$ cat src/tmc_map.vh
`ifndef TMC_MAP_VH
`define TMC_MAP_VH
// mode field codes
`define TMC_MODE_STOP      2'b00
`define TMC_MODE_FREE      2'b01
`define TMC_MODE_CLR_EDGE  2'b10
`define TMC_MODE_CLR_MATCH 2'b11
// output preset pair {high, low}
`define TMC_PRESET_KEEP    2'b00
`define TMC_PRESET_LOW     2'b01
`define TMC_PRESET_HIGH    2'b10
// edge select codes {hi, lo}
`define TMC_EDGE_FALL      2'b00
`define TMC_EDGE_RISE      2'b01
`define TMC_EDGE_BOTH      2'b11
// prescaler select: count clock = peripheral clock / 2^(sel+1)
`define TMC_PRESCALE_W     3
// consecutive samples that make an edge valid
`define TMC_FILTER_SAMPLES 2
`define TMC_CNT_MAX        16'hFFFF
`define TMC_CNT_ZERO       16'h0000
`define TMC_CNT_ONE        16'h0001
// register offsets
`define TMC_REG_CTRL       4'h0
`define TMC_REG_OUTCTL     4'h1
`define TMC_REG_CAPCTL     4'h2
`define TMC_REG_PRESCALE   4'h3
`define TMC_REG_COUNT      4'h4
`define TMC_REG_CCA        4'h5
`define TMC_REG_CCB        4'h6
`define TMC_REG_STATUS     4'h7
// control register fields
`define TMC_CTRL_OVF       0
`define TMC_CTRL_MODE_LO   2
`define TMC_CTRL_MODE_HI   3
// output control fields
`define TMC_OC_TOGGLE_A    0
`define TMC_OC_PRESET_LOW  2
`define TMC_OC_PRESET_HIGH 3
`define TMC_OC_TOGGLE_B    4
`define TMC_OC_ONESHOT_EN  5
`define TMC_OC_ONESHOT_TRG 6
// capture control fields
`define TMC_CC_A_CAPTURE   0
`define TMC_CC_A_REVERSE   1
`define TMC_CC_B_CAPTURE   2
`define TMC_CC_EDGE_A_LO   4
`define TMC_CC_EDGE_A_HI   5
`define TMC_CC_EDGE_B_LO   6
`define TMC_CC_EDGE_B_HI   7
// prescaler register fields
`define TMC_PR_EXT_CLK     3
`endif

$ cat src/tmc_prescaler.v
`timescale 1ns/1ps
// divides the peripheral clock, emitting a one-cycle rise and fall tick of the count clock
module tmc_prescaler #(
    parameter SEL_W = 3
) (
    input  wire             clk,
    input  wire             rst_n,
    input  wire             ce,
    input  wire             run,
    input  wire [SEL_W-1:0] sel,
    output reg              rise_tick,
    output reg              fall_tick
);
    reg  [7:0] div;
    wire [7:0] half = 8'h01 << sel;

    always @(posedge clk or negedge rst_n) begin
        if (!rst_n) begin
            div       <= 8'h00;
            rise_tick <= 1'b0;
            fall_tick <= 1'b0;
        end else if (ce) begin
            // counting starts whenever run rises, not aligned to the tick
            if (!run) begin
                div       <= 8'h00;
                rise_tick <= 1'b0;
                fall_tick <= 1'b0;
            end else begin
                div       <= div + 8'h01;
                rise_tick <= ((div & ((half << 1) - 8'h01)) == ((half << 1) - 8'h01));
                fall_tick <= ((div & ((half << 1) - 8'h01)) == (half - 8'h01));
            end
        end
    end
endmodule

$ cat src/tmc_edge_filter.v
`timescale 1ns/1ps
`include "tmc_map.vh"
// two-sample noise filter with edge select; first enable after reset sees a high level as rising
module tmc_edge_filter (
    input  wire       clk,
    input  wire       rst_n,
    input  wire       ce,
    input  wire       run,
    input  wire       sample,
    input  wire       pin,
    input  wire [1:0] edge_sel,
    output reg        valid_edge,
    output reg        reverse_edge
);
    reg s1;
    reg s2;
    reg level;
    reg first_done;
    wire rise = s1 & s2 & ~level;
    wire fall = ~s1 & ~s2 & level;
    wire want_rise = edge_sel[0];
    wire want_fall = (edge_sel == `TMC_EDGE_FALL) || (edge_sel == `TMC_EDGE_BOTH);

    always @(posedge clk or negedge rst_n) begin
        if (!rst_n) begin
            s1           <= 1'b0;
            s2           <= 1'b0;
            level        <= 1'b0;
            first_done   <= 1'b0;
            valid_edge   <= 1'b0;
            reverse_edge <= 1'b0;
        end else if (ce) begin
            valid_edge   <= 1'b0;
            reverse_edge <= 1'b0;
            if (!run) begin
                // inputs ignored while stopped; after the first run, track the level
                if (first_done) begin
                    level <= pin;
                    s1    <= pin;
                    s2    <= pin;
                end
            end else if (sample) begin
                first_done <= 1'b1;
                s1 <= pin;
                s2 <= s1;
                // valid only after two equal samples in a row
                if (rise || fall) begin
                    level        <= s1;
                    valid_edge   <= (rise & want_rise) | (fall & want_fall);
                    reverse_edge <= (rise & ~want_rise) | (fall & ~want_fall);
                end
            end
        end
    end
endmodule

$ cat src/tmc_timer16.v
`timescale 1ns/1ps
`include "tmc_map.vh"
// Notes on behaviour
// - mode 00 stop, 01 free, 10 edge clear
// - preset pair: keep, low, high, prohibited
// - preset 00 keeps present output level
// - output starts from the preset level
// - start may jitter one count clock
// - capture completes even during read
// - overflow also on match clear at FFFF
// - overflow clear before 0001 is lost
// - one-shot only in free or edge clear
// - capture on count-clock input unreliable
// - capture on falling, interrupt on rising tick
// - reverse capture no irq; b edge irq
// - first enable sees high level as rise
// - edge valid after two equal samples
// - inputs ignored while stopped
module tmc_timer16 (
    input  wire        CLK,
    input  wire        RST_N,
    input  wire        CE,
    input  wire [3:0]  ADDR,
    input  wire [15:0] WDATA,
    input  wire        WR,
    input  wire        RD,
    output reg  [15:0] RDATA,
    input  wire        CAPTURE_INPUT_A,
    input  wire        CAPTURE_INPUT_B,
    output reg         TIMER_OUTPUT_PIN,
    output reg         MATCH_A_IRQ,
    output reg         MATCH_B_IRQ
);
    reg [1:0]  mode;
    reg        overflow_flag;
    reg [7:0]  output_control_reg;
    reg [7:0]  capctl;
    reg [3:0]  prescaler_mode_reg;
    reg [15:0] up_counter16;
    reg [15:0] capcomp_reg_a;
    reg [15:0] capcomp_reg_b;
    reg        out_ff;
    reg        oneshot_active;
    reg        pend_a;
    reg        pend_b;
    reg        pend_ext;
    reg        ovf_guard;
    reg        cap_a_pend;
    reg        cap_b_pend;
    reg        cap_a_rev;
    reg        restart_pend;
    reg [15:0] next_count;

    wire run       = (mode != `TMC_MODE_STOP);
    wire ext_clk   = prescaler_mode_reg[`TMC_PR_EXT_CLK];
    wire wr_ctrl   = WR && (ADDR == `TMC_REG_CTRL);
    wire wr_oc     = WR && (ADDR == `TMC_REG_OUTCTL);
    wire [1:0] preset_w = {WDATA[`TMC_OC_PRESET_HIGH], WDATA[`TMC_OC_PRESET_LOW]};
    wire rise_tick;
    wire fall_tick;
    wire edge_a;
    wire rev_a;
    wire edge_b;

    tmc_prescaler #(
        .SEL_W (`TMC_PRESCALE_W)
    ) u_pre (
        .clk       (CLK),
        .rst_n     (RST_N),
        .ce        (CE),
        .run       (run),
        .sel       (prescaler_mode_reg[`TMC_PRESCALE_W-1:0]),
        .rise_tick (rise_tick),
        .fall_tick (fall_tick)
    );

    // input a is sampled on the peripheral clock when it is the count clock
    tmc_edge_filter u_fa (
        .clk          (CLK),
        .rst_n        (RST_N),
        .ce           (CE),
        .run          (run),
        .sample       (ext_clk | rise_tick),
        .pin          (CAPTURE_INPUT_A),
        .edge_sel     ({capctl[`TMC_CC_EDGE_A_HI], capctl[`TMC_CC_EDGE_A_LO]}),
        .valid_edge   (edge_a),
        .reverse_edge (rev_a)
    );

    tmc_edge_filter u_fb (
        .clk          (CLK),
        .rst_n        (RST_N),
        .ce           (CE),
        .run          (run),
        .sample       (rise_tick),
        .pin          (CAPTURE_INPUT_B),
        .edge_sel     ({capctl[`TMC_CC_EDGE_B_HI], capctl[`TMC_CC_EDGE_B_LO]}),
        .valid_edge   (edge_b),
        .reverse_edge ()
    );

    wire count_tick = ext_clk ? edge_a : rise_tick;
    wire match_a    = (up_counter16 == capcomp_reg_a);
    wire match_b    = (up_counter16 == capcomp_reg_b);
    wire a_is_cap   = capctl[`TMC_CC_A_CAPTURE];
    wire b_is_cap   = capctl[`TMC_CC_B_CAPTURE];
    wire rev_sel    = capctl[`TMC_CC_A_REVERSE];
    wire oneshot_ok = (mode == `TMC_MODE_FREE) || (mode == `TMC_MODE_CLR_EDGE);
    wire clr_match  = (mode == `TMC_MODE_CLR_MATCH) && match_a && !a_is_cap;
    wire true_ovf   = (up_counter16 == `TMC_CNT_MAX);
    // a-input valid-edge capture and restart are disabled while a is the count clock; reverse-edge capture into a still works
    wire trig_a     = edge_a && !ext_clk;

    always @* begin
        next_count = up_counter16 + `TMC_CNT_ONE;
        if (clr_match || restart_pend)
            next_count = `TMC_CNT_ZERO;
    end

    always @(posedge CLK or negedge RST_N) begin
        if (!RST_N) begin
            mode               <= `TMC_MODE_STOP;
            overflow_flag      <= 1'b0;
            output_control_reg <= 8'h00;
            capctl             <= 8'h00;
            prescaler_mode_reg <= 4'h0;
            up_counter16       <= 16'h0000;
            capcomp_reg_a      <= 16'h0000;
            capcomp_reg_b      <= 16'h0000;
            out_ff             <= 1'b0;
            oneshot_active     <= 1'b0;
            pend_a             <= 1'b0;
            pend_b             <= 1'b0;
            pend_ext           <= 1'b0;
            ovf_guard          <= 1'b0;
            cap_a_pend         <= 1'b0;
            cap_b_pend         <= 1'b0;
            cap_a_rev          <= 1'b0;
            restart_pend       <= 1'b0;
            MATCH_A_IRQ        <= 1'b0;
            MATCH_B_IRQ        <= 1'b0;
            TIMER_OUTPUT_PIN   <= 1'b0;
        end else if (CE) begin
            MATCH_A_IRQ <= 1'b0;
            MATCH_B_IRQ <= 1'b0;
            // software writes
            if (wr_ctrl) begin
                mode <= WDATA[`TMC_CTRL_MODE_HI:`TMC_CTRL_MODE_LO];
                if (!WDATA[`TMC_CTRL_OVF])
                    overflow_flag <= 1'b0;
            end
            if (wr_oc) begin
                output_control_reg <= WDATA[7:0];
                // preset acts only while stopped; 00 and 11 leave the output as is
                if (!run) begin
                    if (preset_w == `TMC_PRESET_LOW)
                        out_ff <= 1'b0;
                    else if (preset_w == `TMC_PRESET_HIGH)
                        out_ff <= 1'b1;
                end
            end
            if (WR && ADDR == `TMC_REG_CAPCTL)
                capctl <= WDATA[7:0];
            if (WR && ADDR == `TMC_REG_PRESCALE)
                prescaler_mode_reg <= WDATA[3:0];
            if (WR && ADDR == `TMC_REG_CCA)
                capcomp_reg_a <= WDATA;
            if (WR && ADDR == `TMC_REG_CCB)
                capcomp_reg_b <= WDATA;

            if (!run) begin
                // counter and pending flags clear; overflow flag and output (preset) hold for the start
                up_counter16   <= `TMC_CNT_ZERO;
                oneshot_active <= 1'b0;
                pend_a         <= 1'b0;
                pend_b         <= 1'b0;
                pend_ext       <= 1'b0;
                cap_a_pend     <= 1'b0;
                cap_b_pend     <= 1'b0;
                restart_pend   <= 1'b0;
                ovf_guard      <= 1'b0;
            end else begin
                // latch input events: captures until the next falling count-clock edge, irq and restart until the next rising one
                // register b captures on the valid edge of input a when set to capture
                if (trig_a && b_is_cap) begin
                    cap_b_pend <= 1'b1;
                end
                if (rev_a && a_is_cap && rev_sel) begin
                    cap_a_pend <= 1'b1;
                    cap_a_rev  <= 1'b1;
                end
                if (edge_b) begin
                    if (rev_sel)
                        pend_ext <= 1'b1;
                    else if (a_is_cap) begin
                        cap_a_pend <= 1'b1;
                        cap_a_rev  <= 1'b0;
                    end
                end
                if (trig_a && mode == `TMC_MODE_CLR_EDGE)
                    restart_pend <= 1'b1;
                // captures complete regardless of reads
                if (fall_tick) begin
                    if (cap_a_pend) begin
                        capcomp_reg_a <= up_counter16;
                        pend_a        <= ~cap_a_rev;
                        cap_a_pend    <= 1'b0;
                    end
                    if (cap_b_pend) begin
                        capcomp_reg_b <= up_counter16;
                        pend_b        <= 1'b1;
                        cap_b_pend    <= 1'b0;
                    end
                end
                if (rise_tick && (pend_a || pend_b || pend_ext)) begin
                    MATCH_A_IRQ <= pend_a | pend_ext;
                    MATCH_B_IRQ <= pend_b;
                    pend_a      <= 1'b0;
                    pend_b      <= 1'b0;
                    pend_ext    <= 1'b0;
                end
                if (count_tick) begin
                    up_counter16 <= next_count;
                    restart_pend <= 1'b0;
                    if (!a_is_cap && match_a) begin
                        MATCH_A_IRQ <= 1'b1;
                        if (output_control_reg[`TMC_OC_TOGGLE_A])
                            out_ff <= ~out_ff;
                        if (oneshot_active)
                            oneshot_active <= 1'b0;
                    end
                    if (!b_is_cap && match_b) begin
                        MATCH_B_IRQ <= 1'b1;
                        if (output_control_reg[`TMC_OC_TOGGLE_B])
                            out_ff <= ~out_ff;
                    end
                    // overflow by wrap or by clear from FFFF on match a
                    if (true_ovf && !restart_pend) begin
                        overflow_flag <= 1'b1;
                        ovf_guard     <= 1'b1;
                    end else if (next_count == `TMC_CNT_ONE) begin
                        ovf_guard <= 1'b0;
                    end
                end
                // one-shot trigger, ignored in match-clear mode
                // placed after the tick so a trigger on a tick cycle is not lost
                if (wr_oc && WDATA[`TMC_OC_ONESHOT_TRG] && WDATA[`TMC_OC_ONESHOT_EN]
                    && oneshot_ok) begin
                    restart_pend   <= 1'b1;
                    oneshot_active <= 1'b1;
                end
                // a clear before the counter reaches 0001 does not stick
                if (ovf_guard)
                    overflow_flag <= 1'b1;
            end
            TIMER_OUTPUT_PIN <= out_ff;
        end
    end

    // read data one cycle after the strobe
    always @(posedge CLK or negedge RST_N) begin
        if (!RST_N) begin
            RDATA <= 16'h0000;
        end else if (CE) begin
            RDATA <= 16'h0000;
            if (RD) begin
                case (ADDR)
                    `TMC_REG_CTRL:     RDATA <= {12'h000, mode, 1'b0, overflow_flag};
                    `TMC_REG_OUTCTL:   RDATA <= {8'h00, output_control_reg};
                    `TMC_REG_CAPCTL:   RDATA <= {8'h00, capctl};
                    `TMC_REG_PRESCALE: RDATA <= {12'h000, prescaler_mode_reg};
                    `TMC_REG_COUNT:    RDATA <= up_counter16;
                    `TMC_REG_CCA:      RDATA <= capcomp_reg_a;
                    `TMC_REG_CCB:      RDATA <= capcomp_reg_b;
                    `TMC_REG_STATUS:   RDATA <= {14'h0000, oneshot_active, out_ff};
                    default:           RDATA <= 16'h0000;
                endcase
            end
        end
    end
endmodule

$ cat config.mk
export PLATFORM = sky130hd
export DESIGN_NAME = tmc_timer16
export DESIGN_NICKNAME = d
export VERILOG_FILES = /design/src/tmc_prescaler.v /design/src/tmc_edge_filter.v /design/src/tmc_timer16.v
export VERILOG_INCLUDE_DIRS = /design/src
export SDC_FILE = /design/constraint.sdc
export NUM_CORES = 1
export LEC_CHECK = 0
export CAP_MARGIN = 20
export CORE_MARGIN = 2
export CORE_UTILIZATION = 40
export CTS_CLUSTER_SIZE = 14
export DETAILED_ROUTE_END_ITERATION = 8
export DONT_BUFFER_PORTS = 1
export PLACE_DENSITY = 0.66
export SLEW_MARGIN = 20
export SYNTH_ARGS = -nofsm -noshare
export SYNTH_HDL_FRONTEND = slang
export SYNTH_SLANG_ARGS = --single-unit
$ cat constraint.sdc
create_clock -name CLK -period 5.5 [get_ports CLK]
set_input_delay 0.825 -clock CLK [delete_from_list [all_inputs] [get_ports CLK]]
set_output_delay 0.825 -clock CLK [all_outputs]
set_load 0.01 [all_outputs]
==> results.sh <==
export IMPL_grt_pass1_wl_um=30410
export IMPL_pre_cts_slack_ns=2.382
export IMPL_drt_antenna_violating_nets=0
export IMPL_clock_path_buffers=2
export IMPL_grt_pass1_vias=5407
export IMPL_slowest_delay_ns=0.83
export IMPL_cpMaxStageDelayCell="o31a_1"
export IMPL_grtUsageTotal=0.2162
export IMPL_htreeDepth=4
export IMPL_num_vias=5670
export IMPL_setup_ws_ns=2.382
export IMPL_final_area_um2=7699
export IMPL_fin_nets=739
export IMPL_fp_dieArea_um2=18450
export IMPL_path_buf_inv=1
export IMPL_synth_top_family_by_area="compound AO/OA/AOI/OAI gates"
export IMPL_port_buffers=0
export IMPL_hold_class="input pin to async pin"
export IMPL_synth_fa_ha_area_frac=0.008999
export IMPL_post_cts_setup_buffers=0
export IMPL_post_cts_resized=0
export IMPL_pwr_share_seq=0.419
export IMPL_fin_crit_sh=0.5669
export IMPL_required_ns=5.85
export IMPL_num_rows=48
export IMPL_reg2regPathDepth=8
export IMPL_cp_cell_sequence="inv_1 > ha_1 > nor2b_1 > nand2_1 > nor2_1 > o31a_1 > o21ai_0 > a31oi_1"
export IMPL_die_y_um=135.8
export IMPL_power_frac_clock=0.436
export IMPL_ioPinCount=46
export IMPL_holdBufCountCts=0
export IMPL_synth_top_cell_area_share=0.4356
export IMPL_gp_congestion=0.8459
export IMPL_grt_overflow=0
export IMPL_crit_family="compound AO/OA/AOI/OAI gates"
export IMPL_post_synth_top_area_cell="dfrtp_1"
export IMPL_final_setup_skew_ns=0.007149
export IMPL_r2r_start="mode[0]"
export IMPL_r2r_slack_ns=2.38
export IMPL_cts_inserted_buffers=17
export IMPL_drt_pass1_iterations=6
export IMPL_p_sw_mw=0.7652
export IMPL_place_area_um2=7038
export IMPL_synthMuxAreaShare=0.1163
export IMPL_yosysUniqueCellTypes=63
export IMPL_finalCriticalPeriod_ns=3.118
export IMPL_initial_core_util=0.4061
export IMPL_synth_simple_area_share=0.1577
export IMPL_vdd_drop_max_uv=254.1
export IMPL_critical_path_depth=8
export IMPL_p_leak_nw=3.400
export IMPL_maxCapViolations=0
export IMPL_clockRootBuffer="clkbuf_16"
export IMPL_clk_latency_ns=0.43
export IMPL_cp_end_kind="flop"
export IMPL_final_common_cell="dfrtp_1"
export IMPL_fmax_mhz=320.7
export IMPL_final_cell_mix="dfrtp_1, a21oi_1, nand2_1, nor2_1, mux2i_1"
export IMPL_cts_tree="yes"
export IMPL_grt_max_degree=122
export IMPL_ys_flop_type="dfrtp_1"
export IMPL_ys_seq_area_frac=0.4356
export IMPL_synth_area_leaders="dfrtp_1, mux2i_1, a21oi_1"
export IMPL_switching_share=0.2747
export IMPL_fp_dieW_um=135.8
export IMPL_synth_edff_count=0
export IMPL_arrival_ns=3.46
export IMPL_syn_avg_cell_area_um2=9.471
export IMPL_status="finished, final reports clean"
export IMPL_drt_wl_total_um=19010
export IMPL_syn_inst=734
export IMPL_pwr_share_comb=0.144
export IMPL_antenna_cells=0
export IMPL_antenna_found_initial=0
export IMPL_synth_xor_area_frac=0.04536
export IMPL_design_core_area_um2=17120
export IMPL_async_reset_ff_frac=1.000
export IMPL_wl_per_cell_um=20.14
export IMPL_hpwl_um=12520
export IMPL_hold_viol=0
export IMPL_p_per_area_nw_per_um2=361.9
export IMPL_drive_gt1_frac=0.1029
export IMPL_synth_fp_nets=766
export IMPL_yosys_warnings=0
export IMPL_cp_max_fo=30
export IMPL_tightest_slew_ns=1.142
export IMPL_cts_clk_slew_worst_paths_ns=0.05
export IMPL_timing_rr_end="up_counter16[9]"
export IMPL_areaGrowthSynthToFinish_pct=10.75
export IMPL_timing_setup_critical_path_class="flop to flop"
export IMPL_p_int_mw=2.021
export IMPL_ys_seq_elements=121
export IMPL_drc_errors=0
export IMPL_slew_violations=0
export IMPL_synth_compound_area_share=0.1951
export IMPL_rsz0062_at_grt="false"
export IMPL_relSlewSlack=0.2369
export IMPL_synth_area_um2=6952
export IMPL_initialDrtViolationCount=599
export IMPL_cp_start_kind="flop"
export IMPL_setup_viol=0
export IMPL_vias_per_cell=6.006
export IMPL_cts_sinks=121
export IMPL_setup_tns_ns=0
## cells by family (layout without fill, tap and decap cells)
family / after synthesis / count (layout)
DFF: 121 / 121
xor gates and xnor gates: 36 / 36
AOI/OAI and AO/OA: 212 / 212
muxes: 74 / 74
adders and majority gates: 5 / 5
and+or+nand+nor: 223 / 223
buffers and inverters: 63 / 48
## power groups by stage
stage / sequential, mW / combinational, mW / clock [mW]
global placement: 1.18 / 0.389 / 0
CTS: 1.16 / 0.401 / 1.22
finish: 1.17 / 0.402 / 1.22
detailed placement: 1.18 / 0.398 / 0
floorplan: 1.13 / 0.337 / 0
global route: 1.19 / 0.453 / 1.27
## stage by stage
stage / instances / utilization / hold WS, ns / power (mW)
floorplan: 734 / - / 0.4356 / 1.466
detailed placement: 912 / 0.4112 / 0.4580 / 1.577
CTS: 943 / 0.4486 / 0.08346 / 2.788
finish: 944 / 0.4498 / 0.09134 / 2.786
global route: 944 / 0.4498 / 0.07739 / 2.906
global placement: 912 / 0.4112 / 0.4532 / 1.565
## worst reg2reg max path, stage by stage (launching register included)
cell and delay, ns:
dfrtp_1 0.39, inv_1 0.08, ha_1 0.22, nor2b_1 0.65
nand2_1 0.23, nor2_1 0.15, o31a_1 0.83, o21ai_0 0.28
a31oi_1 0.22
## worst max-delay path by stage
stage	slack [ns]	startpoint	to
after floorplan	3.21	ADDR[1]	output_control_reg[0]
after global placement	2.43	CE	up_counter16[11]
after detailed placement	2.38	CE	up_counter16[11]
after CTS	2.48	mode[0]	up_counter16[9]
after global routing	2.18	mode[0]	up_counter16[9]
final	2.38	mode[0]	up_counter16[9]
## layout make-up
class / count / area (um^2)
fillers: 1624 / 9418
multi-input cells: 550 / 3651
flip-flops and latches: 121 / 3028
clock buffers: 25 / 505.5
well taps: 225 / 281.5
clock inverters: 6 / 135.1
repair buffers: 7 / 60.06
inverters: 10 / 37.54
## metal layers
| layer | vias to the layer above | wire [um] | GRT usage |
|---|---|---|---|
| li1 | 2635 | - | - |
| met1 | 2782 | 8523 | 0.2936 |
| met2 | 211 | 8626 | 0.3311 |
| met3 | 42 | 1368 | 0.05332 |
| met4 | 0 | 494 | 0.08912 |
| met5 | - | 0 | 0 |
## cells in the mapped netlist (all sizes together), types with 3 or more instances
cell,count
a22o,5
and3,7
xor2,31
nor3,11
o2bb2ai,21
nand2b,9
inv,9
a22oi,7
o31ai,5
mux2i,47
a31oi,25
a222oi,5
nor2,66
nand2,66
ha,5
nand3,21
nor4,10
o21ai,34
nand4,6
o22ai,3
o31a,3
a21oi,76
nor2b,11
o21a,5
clkbuf,29
dfrtp,121
mux2,24
xnor2,5
a41oi,3
mux4,3
or3,3
buf,24
No activity file was read; power rests on OpenSTA's default activity.
